**config.mk**
```make
export PLATFORM = sky130hd
export DESIGN_NAME = aos_sequencer
export DESIGN_NICKNAME = d
export VERILOG_FILES = /design/src/rtl/aos_pkg.sv /design/src/rtl/aos_sequencer.sv
export SDC_FILE = /design/constraint.sdc
export NUM_CORES = 1
export LEC_CHECK = 0
export BUFFER_PORTS_ARGS = -buffer_cell sky130_fd_sc_hd__clkbuf_2
export CAP_MARGIN = 30
export CORE_AREA = 10 10 350 217
export DETAILED_ROUTE_END_ITERATION = 8
export DIE_AREA = 0 0 360 227
export PLACE_DENSITY = 0.69
export SLEW_MARGIN = 20
export SYNTH_ARGS = -nofsm -noshare
export SYNTH_HDL_FRONTEND = slang
export SYNTH_SLANG_ARGS = --single-unit
```
**constraint.sdc**
```tcl
create_clock -name clk_sys -period 3.1 [get_ports clk_sys]
set_input_delay 0 -clock clk_sys [delete_from_list [all_inputs] [get_ports clk_sys]]
set_output_delay 0 -clock clk_sys [all_outputs]
set_load 0.03 [all_outputs]
```
**src/rtl/aos_pkg.sv**
```systemverilog
// Constants, codes and state type shared by the analog output sequencer
package aos_pkg;

  // ****************************************
  // Timing
  // ****************************************
  localparam int CLK_PERIOD_NS = 100;
  // Fastest pacing, 500 kS/s
  localparam int PACE_MIN_PERIOD_NS = 2000;
  // Slowest pacing, 0.75 S/s
  localparam int PACE_MAX_PERIOD_NS = 1333333333;
  localparam int PACE_MIN_CYC =
    (PACE_MIN_PERIOD_NS + CLK_PERIOD_NS - 1) / CLK_PERIOD_NS;
  localparam int PACE_MAX_CYC = PACE_MAX_PERIOD_NS / CLK_PERIOD_NS;
  localparam int PACE_W = 24;

  // ****************************************
  // Data words and list
  // ****************************************
  localparam int SAMPLE_W = 16;
  localparam int LAST_BIT = 16;
  localparam int WORD_W = 17;
  localparam int N_ENTRY = 5;
  localparam int FIFO_DEPTH = 32;
  // Offset binary: midscale is 0 V
  localparam logic [15:0] AO_RESET_CODE = 16'h8000;
  localparam logic [15:0] DO_RESET_CODE = 16'h0000;

  // ****************************************
  // Trigger select codes
  // ****************************************
  localparam logic [1:0] TRIG_SW = 2'h0;
  localparam logic [1:0] TRIG_RISE = 2'h1;
  localparam logic [1:0] TRIG_FALL = 2'h2;

  typedef enum logic [4:0] {
    ST_IDLE = 5'h01,
    ST_ARMED = 5'h02,
    ST_RUN = 5'h04,
    ST_LOAD = 5'h08,
    ST_SHOW = 5'h10
  } aos_state_e;

endpackage

```
**src/rtl/aos_sequencer.sv**
```systemverilog
// Output sample FIFO with replay, and the analog output sequencer top
`timescale 1ns/100ps

// ****************************************
// How it works
// ****************************************

// ****************************************
// FIFO
// ****************************************
module aos_fifo #(
  parameter int WIDTH = aos_pkg::WORD_W,
  parameter int DEPTH = aos_pkg::FIFO_DEPTH
) (
  // Clock and reset
  input wire logic clk_sys,
  input wire logic sys_rst,
  // Fill side
  input wire logic [WIDTH-1:0] s_data,
  input wire logic s_valid,
  output logic s_ready,
  // Drain side
  output logic [WIDTH-1:0] m_data,
  output logic m_valid,
  input wire logic m_ready,
  // Replay control
  input wire logic keep,
  input wire logic rewind
);
  localparam int AW = $clog2(DEPTH);
  logic [WIDTH-1:0] mem [DEPTH];
  logic [AW:0] wr, rd, base;
  wire push = s_valid && s_ready;
  wire pop = m_valid && m_ready;
  // Kept words are not freed, so a replayed buffer cannot be overwritten
  wire [AW:0] next_rd = rewind ? base : rd + (AW+1)'(pop);
  wire [AW:0] next_base = keep ? base : next_rd;
  wire [AW:0] next_wr = wr + (AW+1)'(push);
  wire [AW:0] next_used = next_wr - next_base;
  assign m_valid = (wr != rd);
  assign m_data = mem[rd[AW-1:0]];

  always_ff @(posedge clk_sys) begin
    if (push) begin
      mem[wr[AW-1:0]] <= s_data;
    end
  end

  always_ff @(posedge clk_sys) begin
    if (sys_rst) begin
      wr <= '0;
      rd <= '0;
      base <= '0;
      s_ready <= 1'b0;
    end else begin
      wr <= next_wr;
      rd <= next_rd;
      base <= next_base;
      s_ready <= (next_used < (AW+1)'(DEPTH));
    end
  end
endmodule

// ****************************************
// Sequencer top
// ****************************************
module aos_sequencer #(
  parameter int N_ENTRY = aos_pkg::N_ENTRY,
  parameter int DEPTH = aos_pkg::FIFO_DEPTH,
  parameter int PACE_W = aos_pkg::PACE_W,
  parameter int PACE_MAX = aos_pkg::PACE_MAX_CYC
) (
  // Clock and reset
  input wire logic clk_sys,
  input wire logic sys_rst,
  // Host sample stream
  input wire logic [15:0] in_data,
  input wire logic in_last,
  input wire logic in_valid,
  output logic in_ready,
  // Single-value write
  input wire logic sv_write,
  input wire logic [2:0] sv_chan,
  input wire logic [15:0] sv_data,
  // Continuous configuration
  input wire logic [N_ENTRY-1:0] chan_list,
  input wire logic repeat_one_buffer,
  input wire logic clk_ext_sel,
  input wire logic [1:0] trig_sel,
  input wire logic [PACE_W-1:0] pace_div,
  // Commands
  input wire logic start_cont,
  input wire logic stop_orderly,
  input wire logic stop_abrupt,
  // Pins
  input wire logic trig_pin,
  input wire logic pclk_pin,
  // Outputs and events
  output logic [N_ENTRY-1:0][15:0] chan_out,
  output logic busy,
  output logic armed,
  output logic buffer_done,
  output logic underrun
);
  localparam int CW = $clog2(N_ENTRY + 1);
  localparam int LW = $clog2(DEPTH) + 1;
  localparam logic [PACE_W-1:0] PACE_LO = PACE_W'(aos_pkg::PACE_MIN_CYC);
  localparam logic [PACE_W-1:0] PACE_HI = PACE_W'(PACE_MAX);

  aos_pkg::aos_state_e st, next_st;
  logic [2:0] t_sync, p_sync;
  logic [PACE_W-1:0] pace_cnt;
  logic [CW-1:0] cur;
  logic [N_ENTRY-1:0][15:0] shadow;
  logic after_last, grp_any, stop_pend, finish;
  logic [1:0] stop_left;
  logic [LW-1:0] lasts;
  logic [aos_pkg::WORD_W-1:0] f_data;
  logic f_valid;

  // Pin edges; first sync stage feeds only the second
  wire trig_rise = t_sync[1] && !t_sync[2];
  wire trig_fall = !t_sync[1] && t_sync[2];
  wire pclk_rise = p_sync[1] && !p_sync[2];
  wire ext_hit = (trig_sel == aos_pkg::TRIG_RISE) ? trig_rise :
                 (trig_sel == aos_pkg::TRIG_FALL) ? trig_fall : 1'b0;
  wire sw_trig = (trig_sel == aos_pkg::TRIG_SW);
  wire go = (st == aos_pkg::ST_ARMED) && (sw_trig || ext_hit);
  wire [PACE_W-1:0] pace_eff = (pace_div < PACE_LO) ? PACE_LO :
                               (pace_div > PACE_HI) ? PACE_HI : pace_div;
  wire running = (st == aos_pkg::ST_RUN) || (st == aos_pkg::ST_LOAD) ||
                 (st == aos_pkg::ST_SHOW);
  // One shared tick for all entries
  wire tick = (st == aos_pkg::ST_RUN) &&
              (clk_ext_sel ? pclk_rise : (pace_cnt == '0));
  wire cur_end = (cur == CW'(N_ENTRY));
  wire entry_on = !cur_end && chan_list[cur];
  wire loading = (st == aos_pkg::ST_LOAD);
  wire pop = loading && entry_on && f_valid;
  wire starve = loading && entry_on && !f_valid;
  wire clean_end = starve && !grp_any && after_last;
  // Underrun ends the run, outputs hold
  wire under = starve && !clean_end;
  wire pop_last = pop && f_data[aos_pkg::LAST_BIT];
  wire rewind = pop_last && repeat_one_buffer;
  wire push_last = in_valid && in_ready && in_last;
  wire lasts_dec = pop_last && !repeat_one_buffer;
  wire [LW-1:0] next_lasts = lasts + LW'(push_last) - LW'(lasts_dec);
  wire [1:0] stop_count = (lasts >= LW'(2) && !repeat_one_buffer) ?
                          2'h2 : 2'h1;
  wire stop_now = stop_pend && (stop_left == 2'h1) && pop_last;

  aos_fifo #(.WIDTH(aos_pkg::WORD_W), .DEPTH(DEPTH)) u_fifo (
    .clk_sys(clk_sys),
    .sys_rst(sys_rst),
    .s_data({in_last, in_data}),
    .s_valid(in_valid),
    .s_ready(in_ready),
    .m_data(f_data),
    .m_valid(f_valid),
    .m_ready(pop),
    .keep(repeat_one_buffer),
    .rewind(rewind)
  );

  always_comb begin
    next_st = st;
    case (st)
      aos_pkg::ST_IDLE: begin
        if (start_cont) begin
          next_st = aos_pkg::ST_ARMED;
        end
      end
      aos_pkg::ST_ARMED: begin
        if (stop_orderly) begin
          next_st = aos_pkg::ST_IDLE;
        end else if (go) begin
          next_st = aos_pkg::ST_RUN;
        end
      end
      aos_pkg::ST_RUN: begin
        if (tick) begin
          next_st = aos_pkg::ST_LOAD;
        end
      end
      aos_pkg::ST_LOAD: begin
        if (under || clean_end) begin
          next_st = aos_pkg::ST_IDLE;
        end else if (cur_end) begin
          next_st = aos_pkg::ST_SHOW;
        end
      end
      aos_pkg::ST_SHOW: begin
        next_st = finish ? aos_pkg::ST_IDLE : aos_pkg::ST_RUN;
      end
      default: next_st = aos_pkg::ST_IDLE;
    endcase
    if (stop_abrupt) begin
      next_st = aos_pkg::ST_IDLE;
    end
  end

  always_ff @(posedge clk_sys) begin
    if (sys_rst) begin
      st <= aos_pkg::ST_IDLE;
      t_sync <= 3'h0;
      p_sync <= 3'h0;
    end else begin
      st <= next_st;
      t_sync <= {t_sync[1:0], trig_pin};
      p_sync <= {p_sync[1:0], pclk_pin};
    end
  end

  // Internal pacing divider, runs through load and show
  always_ff @(posedge clk_sys) begin
    if (sys_rst || !running || pace_cnt == '0) begin
      pace_cnt <= pace_eff - PACE_W'(1);
    end else begin
      pace_cnt <= pace_cnt - PACE_W'(1);
    end
  end

  // One word per listed entry each tick
  always_ff @(posedge clk_sys) begin
    if (sys_rst || st != aos_pkg::ST_LOAD) begin
      cur <= '0;
      grp_any <= 1'b0;
    end else if (!cur_end && (!entry_on || f_valid)) begin
      cur <= cur + CW'(1);
      grp_any <= grp_any || pop;
    end
  end

  // Small buffers: stop after current and next
  always_ff @(posedge clk_sys) begin
    if (sys_rst) begin
      stop_pend <= 1'b0;
      stop_left <= 2'h0;
      finish <= 1'b0;
      after_last <= 1'b1;
      lasts <= '0;
    end else begin
      lasts <= next_lasts;
      if (st == aos_pkg::ST_IDLE) begin
        stop_pend <= 1'b0;
        finish <= 1'b0;
        after_last <= 1'b1;
      end else begin
        if (pop) begin
          after_last <= f_data[aos_pkg::LAST_BIT];
        end
        if (stop_orderly && running && !stop_pend) begin
          stop_pend <= 1'b1;
          stop_left <= stop_count;
        end else if (stop_pend && pop_last && stop_left != 2'h1) begin
          stop_left <= stop_left - 2'h1;
        end
        if (stop_now) begin
          finish <= 1'b1;
        end
      end
    end
  end

  always_ff @(posedge clk_sys) begin
    if (sys_rst) begin
      buffer_done <= 1'b0;
      underrun <= 1'b0;
      busy <= 1'b0;
      armed <= 1'b0;
    end else begin
      buffer_done <= push_last;
      underrun <= under && !stop_abrupt;
      busy <= (next_st != aos_pkg::ST_IDLE);
      armed <= (next_st == aos_pkg::ST_ARMED);
    end
  end

  // Entry N_ENTRY-1 is the digital port
  for (genvar g = 0; g < N_ENTRY; g++) begin : g_entry
    localparam logic [15:0] RST_CODE = (g == N_ENTRY - 1) ?
      aos_pkg::DO_RESET_CODE : aos_pkg::AO_RESET_CODE;
    wire sv_hit = sv_write && (sv_chan == 3'(g));
    wire show_hit = (st == aos_pkg::ST_SHOW) && chan_list[g];
    always_ff @(posedge clk_sys) begin
      if (pop && cur == CW'(g)) begin
        shadow[g] <= f_data[aos_pkg::SAMPLE_W-1:0];
      end
    end
    always_ff @(posedge clk_sys) begin
      if (sys_rst) begin
        chan_out[g] <= RST_CODE;
      end else if (sv_hit) begin
        chan_out[g] <= sv_data;
      end else if (show_hit) begin
        chan_out[g] <= shadow[g];
      end
    end
  end
endmodule

```
Word-level counts from Yosys, hierarchy flattened
Memory sizes are Yosys's and may differ from the RTL's. A register that Yosys moved wholly into a read port is not among the register bits.
Index checks and enable logic that the tools add are counted.
Cells by class
  $add $sub $neg: 9
  magnitude comparators: 5
  eq/ne operators: 22
  multiplexer cells: 35
  bitwise operators: 1
  reductions and logical operators: 75
Operators by type and width (count)
  16-bit two-way mux: 10
  24-bit two-way mux: 3
  24-bit by 1-bit subtractor with 24-bit output (second input constant): 2
  1-bit logical AND: 42
  5-bit two-way mux: 8
  5-bit one-hot mux with 5 select lines: 1
  24-bit > comparator (second input constant): 1
  24-bit zero test: 1
  24-bit by 5-bit < comparator with 1-bit output (second input constant): 1
  6-bit by 1-bit adder with 6-bit output: 3
  3-bit by 2-bit equality test with 1-bit output (second input constant): 4
  1-bit zero test: 12
  6-bit two-way mux: 2
  2-bit nonzero test: 6
  5-bit by 2-bit equality test with 1-bit output (second input constant): 2
  3-bit equality test (second input constant): 3
  1-bit logical OR: 9
  3-bit by 1-bit equality test with 1-bit output (second input constant): 2
  6-bit by 2-bit greater-or-equal comparator with 1-bit output (second input constant): 1
  3-bit zero test: 2
  6-bit < comparator (second input constant): 1
  1-bit two-way mux: 6
  2-bit two-way mux: 3
  6-bit inequality test: 1
  other kinds (20): 21
Word-level totals
  register bits after elaboration: 233
  RAM bits: 544
  bits of input ports: 78
  logic and storage cells: 177
  memories: 1
Memory list
  u_fifo.mem: depth 32, width 17, read ports 1, clocked after memory_dff 1, write ports 1, RTL line aos_sequencer.sv:31  | logic [WIDTH-1:0] mem [DEPTH];

Longest topological paths before layout
  word-level depth: 14
  gate-level depth with buffers: 18
  gate-level depth less buffers: 18

Hierarchy
Synthesis repeated with hierarchy kept, for this count alone.
Unflattened totals
  cells, all modules: 1984
  area, all modules: 31293.8 um^2
Modules (own cells, without submodules)
  aos_fifo: times used 1, cells an instance 1129, area each 21963.6 um^2, seq. area each 16716.0 um^2
  aos_sequencer: times used 1, cells an instance 855, area each 9330.2 um^2, seq. area each 5084.9 um^2

Worst setup path after synthesis
Ideal clock, no wire load.
  path kind: register to register
  start: reg u_fifo.rd[0]
  end: reg lasts[4]
  arrival time: 3.304 ns
  setup slack: -0.332 ns
  stages on the path, launching flop included: 18
  period minus slack after synthesis: 3.432 ns
  cells stage by stage: dfxtp_1 -> buf_2 -> mux4_2 -> mux4_2 -> mux2_2 -> nand2_1 -> nor2_1 -> ha_1 -> inv_1 -> ha_1 -> inv_1 -> fa_1 -> inv_1 -> a21oi_1 -> nor2_1 -> nor2_1 -> xor2_1 -> nor2_1
On the way
  word-level cells in the longest chain between the ends: 5
Ends and longest elaborated chain
  from (decl): RTL line aos_sequencer.sv:32  | logic [AW:0] wr, rd, base;
  from (signal assigned): RTL line aos_sequencer.sv:57  | rd <= next_rd;
  6-bit inequality test: RTL line aos_sequencer.sv:40  | assign m_valid = (wr != rd);
  1-bit logical AND: RTL line aos_sequencer.sv:139  | wire pop = loading && entry_on && f_valid;
  1-bit logical AND: RTL line aos_sequencer.sv:144  | wire pop_last = pop && f_data[aos_pkg::LAST_BIT];
  1-bit logical AND: RTL line aos_sequencer.sv:147  | wire lasts_dec = pop_last && !repeat_one_buffer;
  6-bit by 1-bit subtractor with 6-bit output: RTL line aos_sequencer.sv:148  | wire [LW-1:0] next_lasts = lasts + LW'(push_last) - LW'(lasts_dec);
  to (signal assigned): RTL line aos_sequencer.sv:244  | lasts <= next_lasts;
  to (decl): RTL line aos_sequencer.sv:117  | logic [LW-1:0] lasts;
No other way between the ends.
A chain may end at the register's enable or synchronous reset.

Final worst setup path
Ends and elaborated chain as after synthesis.

==> metrics.md <==
| Metric | Value |
|---|---|
| Status | `finished with violations` |
| Failing checks | `negative setup slack` |
| Part of the power in registers | `55.1%` |
| R2r setup slk | `-0.28 ns` |
| Syn Area/Cell | `17.56 um2` |
| Async set-or-reset flop fraction in the synthesized netlist | `0%` |
| Worst rel slew slack | `a little over a third` |
| FF-to-FF path depth | `17` |
| Pre-antenna DRT Iters | `7` |
| First-pass GRT wire length | `115,400 um` |
| Final hold vios | `0` |
| Via total after detailed routing | `17,740` |
| DRC Markers | `0` |
| Min-Delay Path Depth | `1` |
| Vias/cell | `about 5.8` |
| Fin crit period | `roughly 3.4 ns` |
| Crit path cell chain | `buf_12 > mux4_2 > mux4_2 > mux2_4 > nand2_4 > nor2_4 > ha_4 > inv_2 > ha_4 > inv_2 > fa_2 > inv_2 > a21oi_2 > nor2_1 > nor2_1 > xor2_1 > nor2_1` |
| Cell area after layout | `approximately 0.037 mm2` |
| CP Data Arrival Time | `3.85 ns` |
| Syn nets | `about 1,900` |
| Post-synth top area cell | `edfxtp_1` |
| Cells after Synth | `1,761` |
| Main synth FF type | `edfxtp_1` |
| Vias in the first global route | `17,900` |
| Largest net degree at the start of global routing | `between 80 and 90` |
| Total wire length | `78,180 um` |
| Synth Cell Area | `0.03092 mm2` |
| Net Switching | `roughly 0.0044 W` |
| Ys Warns | `0` |
| Top-level I/O count | `163` |
| Share of cells above drive strength 1 | `31.56%` |
| Nets | `2,197` |
| Final HPWL DP | `a little under 50,000 um` |
| Area grow syn2layout | `18.75%` |
| Die area | `0.08172 mm2` |
| Placement Setup Slack | `-0.3546 ns` |
| Clock Latency Late Sink | `0.62 ns` |
| Die Y | `about 230 um` |
| Unrepaired setup endpoints after global routing | `true` |
| Slew @ Worst Pin | `0.9685 ns` |
| Clock buffer count from CTS | `67` |
| Max-cap violations | `0` |
| Pwr per Cell Area | `563.5 mW/mm2` |
| Hold WS | `0.02471 ns` |
| DR iter-0 viols | `around 1,800` |
| Maximum VDD drop | `0.0003606 V` |
| CTS sink cnt | `777` |
| Max-slew violation count | `0` |
| CTS Root Cell | `clkbuf_16` |
| Synth area leaders | `edfxtp_1, mux4_2, dfxtp_1` |
| Max Freq | `between 0.2 and 0.3 GHz` |
| Worst r2r dst | `lasts[4]` |
| Crit path max fanout | `6` |
| CP max stage delay | `0.51 ns` |
| I/O Buffers | `162` |
| Bufs on Longest Clock Path | `3` |
| FP Rows | `75` |
| Hold Crit Start | `in_data[4]` |
| CP max stage cell | `mux4_2` |
| Setup violators final | `6` |
| Core ar. | `0.06925 mm2` |
| Internal Power | `0.01629 W` |
| Reg clk slew, reported paths | `0.07 ns` |
| Sw frac | `21.27%` |
| Die W | `roughly 360 um` |
| Gpl congestion | `roughly 0.89` |
| Fin worst setup slack | `-0.2801 ns` |
| Post-synth EDFFs | `624` |
| H-tree levels | `3` |
| Starting Density | `44.64%` |
| WL per Instance | `~25 um` |
| Antenna violations before repair | `5` |
| Total global routing overflow | `0` |
| Synth top area share | `60.60%` |
| CP required | `3.57 ns` |
| Fillers | `5,456` |
| Crit start category | `register` |
| Clock power frac | `a little over 40%` |
| Critical path endpoint category | `register` |
| Comb power frac | `4.3%` |
| Post-detailed-route count of antenna-violating nets | `0` |
| Post-synth cell types | `a little under 70` |
| Hold Path End | `u_fifo.mem[22][4]` |
| Synth Register Bits | `777` |
| Skew final | `0.03102 ns` |
| Period Utilization, post-route | `109.0%` |
| Crit Path Class | `reg2reg` |
| CTS tree | `done` |
| Cell Area, Placed | `between 0.03 and 0.04 mm2` |
| Crit Reg-Reg Startpoint | `u_fifo.rd[0]` |
| Leakage power | `12.12 nW` |
| Hold crit path type | `in2reg` |
| Sequential-to-total area share from yosys stat | `70.51%` |
| Overall Global Routing Usage | `18.64%` |
## worst max path at each step
stage                 start              to  slack (ns)  cells after the start
2_1_floorplan  u_fifo.rd[0]        lasts[4]       -0.12                     17
6_report       u_fifo.rd[0]        lasts[4]       -0.28                     17
5_1_grt        u_fifo.rd[0]        lasts[4]       -0.42                     17
4_1_cts        u_fifo.rd[0]  u_fifo.s_ready       -0.27                     17
3_5_place_dp   u_fifo.rd[0]  u_fifo.s_ready       -0.35                     16
3_3_place_gp   u_fifo.rd[0]        lasts[4]       -0.34                     16
## final cells by class
| class | count | area (um2) | share of cell area, % |
|---|---|---|---|
| well taps | 924 | 1156 | 3.149 |
| multi-input cells | 873 | 8947 | 24.37 |
| repair buffers | 353 | 2517 | 6.856 |
| flip-flops and latches | 777 | 21810 | 59.41 |
| inverters | 21 | 78.83 | 0.2147 |
| diodes | 2 | 5.005 | 0.01363 |
| clock buffers | 84 | 1846 | 5.026 |
| clock inverters | 40 | 351.6 | 0.9576 |
## state kept, by name, summed over array words and instances, names as in the netlist
signal,count
st,5
u_fifo.wr,6
u_fifo.mem,544
t_sync,3
shadow,80
stop_pend,1
cur,3
lasts,6
busy,1
underrun,1
u_fifo.base,6
after_last,1
p_sync,3
u_fifo.s_ready,1
grp_any,1
stop_left,2
pace_cnt,24
armed,1
u_fifo.rd,6
chan_out,80
finish,1
buffer_done,1
## placed cells by master, fill, tap and decap left out, types with 35 or more instances in the layout
| cell type | synthesis | final |
|---|---|---|
| edfxtp_1 | 624 | 624 |
| mux4_2 | 171 | 171 |
| clkbuf_2 | 0 | 161 |
| dfxtp_1 | 153 | 146 |
| nor2_1 | 176 | 140 |
| buf_4 | 3 | 118 |
| mux2i_1 | 98 | 98 |
| a211oi_1 | 81 | 81 |
| clkbuf_16 | 0 | 71 |
| dlygate4sd3_1 | 0 | 59 |
| nand2_1 | 37 | 36 |
| nor2_2 | 0 | 35 |
## metal layers
metal	GRT usage [%]	vias up	routed length (um)
met5	0	-	39
met4	3.816	6	1198
met2	27.52	788	35320
met3	4.634	91	6626
met1	27.81	9187	35000
li1	-	7665	-
## power groups by stage
stage               clock network, W  registers, W  logic [W]
floorplan                          0        0.0117   0.000351
global placement                   0        0.0116   0.000779
detailed placement                 0        0.0116   0.000807
CTS                          0.00857        0.0114   0.000878
global route                 0.00895        0.0114   0.000966
finish                       0.00839        0.0114   0.000890
## cell usage after synthesis, types with 15 or more instances
library cell	n
a211oi_1	81
a21oi_1	21
buf_1	27
clkbuf_1	55
dfxtp_1	153
edfxtp_1	624
ha_1	25
inv_1	21
mux2_2	17
mux2i_1	98
mux4_2	171
nand2_1	37
nand3_1	18
nor2_1	176
nor2b_1	15
nor3_1	20
o21ai_0	22
xnor2_1	28
xor2_1	15
## stage by stage
step | instances | util [%] | TNS, ns | total power (W)
finish | 3074 | 53.02 | -0.8831 | 0.02069
global route | 3074 | 53.02 | -1.746 | 0.02132
CTS | 3069 | 52.77 | -4.390 | 0.02084
detailed placement | 2883 | 48.60 | -7.222 | 0.01244
global placement | 2878 | 48.50 | -5.247 | 0.01240
floorplan | 1761 | - | -0.3262 | 0.01205
## critical path: cells and delay by family (launching register included)
kind / cells / cell delay (ns)
buf+inv: 4 / 0.29
compound gates: 1 / 0.05
flops: 1 / 0.36
xor+xnor: 1 / 0.13
mux: 3 / 1.32
simple gates: 5 / 0.34
fa+ha+maj: 3 / 0.73
## repair_timing
item	4_1_cts	5_1_grt
hold endpoints to repair	209	0
setup buffers	3	3
pin swaps	8	20
gates resized for setup	16	30
hold buffers	59	0
setup endpoints to repair	96	21
## cell families (layout without fill, tap and decap cells)
| family | after synthesis | after routing | synth area share, % |
|---|---|---|---|
| DFF | 777 | 777 | 70.51 |
| and+or+nand+nor | 348 | 348 | 5.597 |
| muxes | 286 | 286 | 16.25 |
| AOI/OAI and AO/OA | 170 | 170 | 3.925 |
| buffers and inverters | 111 | 498 | 1.424 |
| xor gates and xnor gates | 43 | 43 | 1.218 |
| adders and majority gates | 26 | 26 | 1.076 |
| other | 0 | 2 | 0 |
Power figures use the tool's default switching activity.
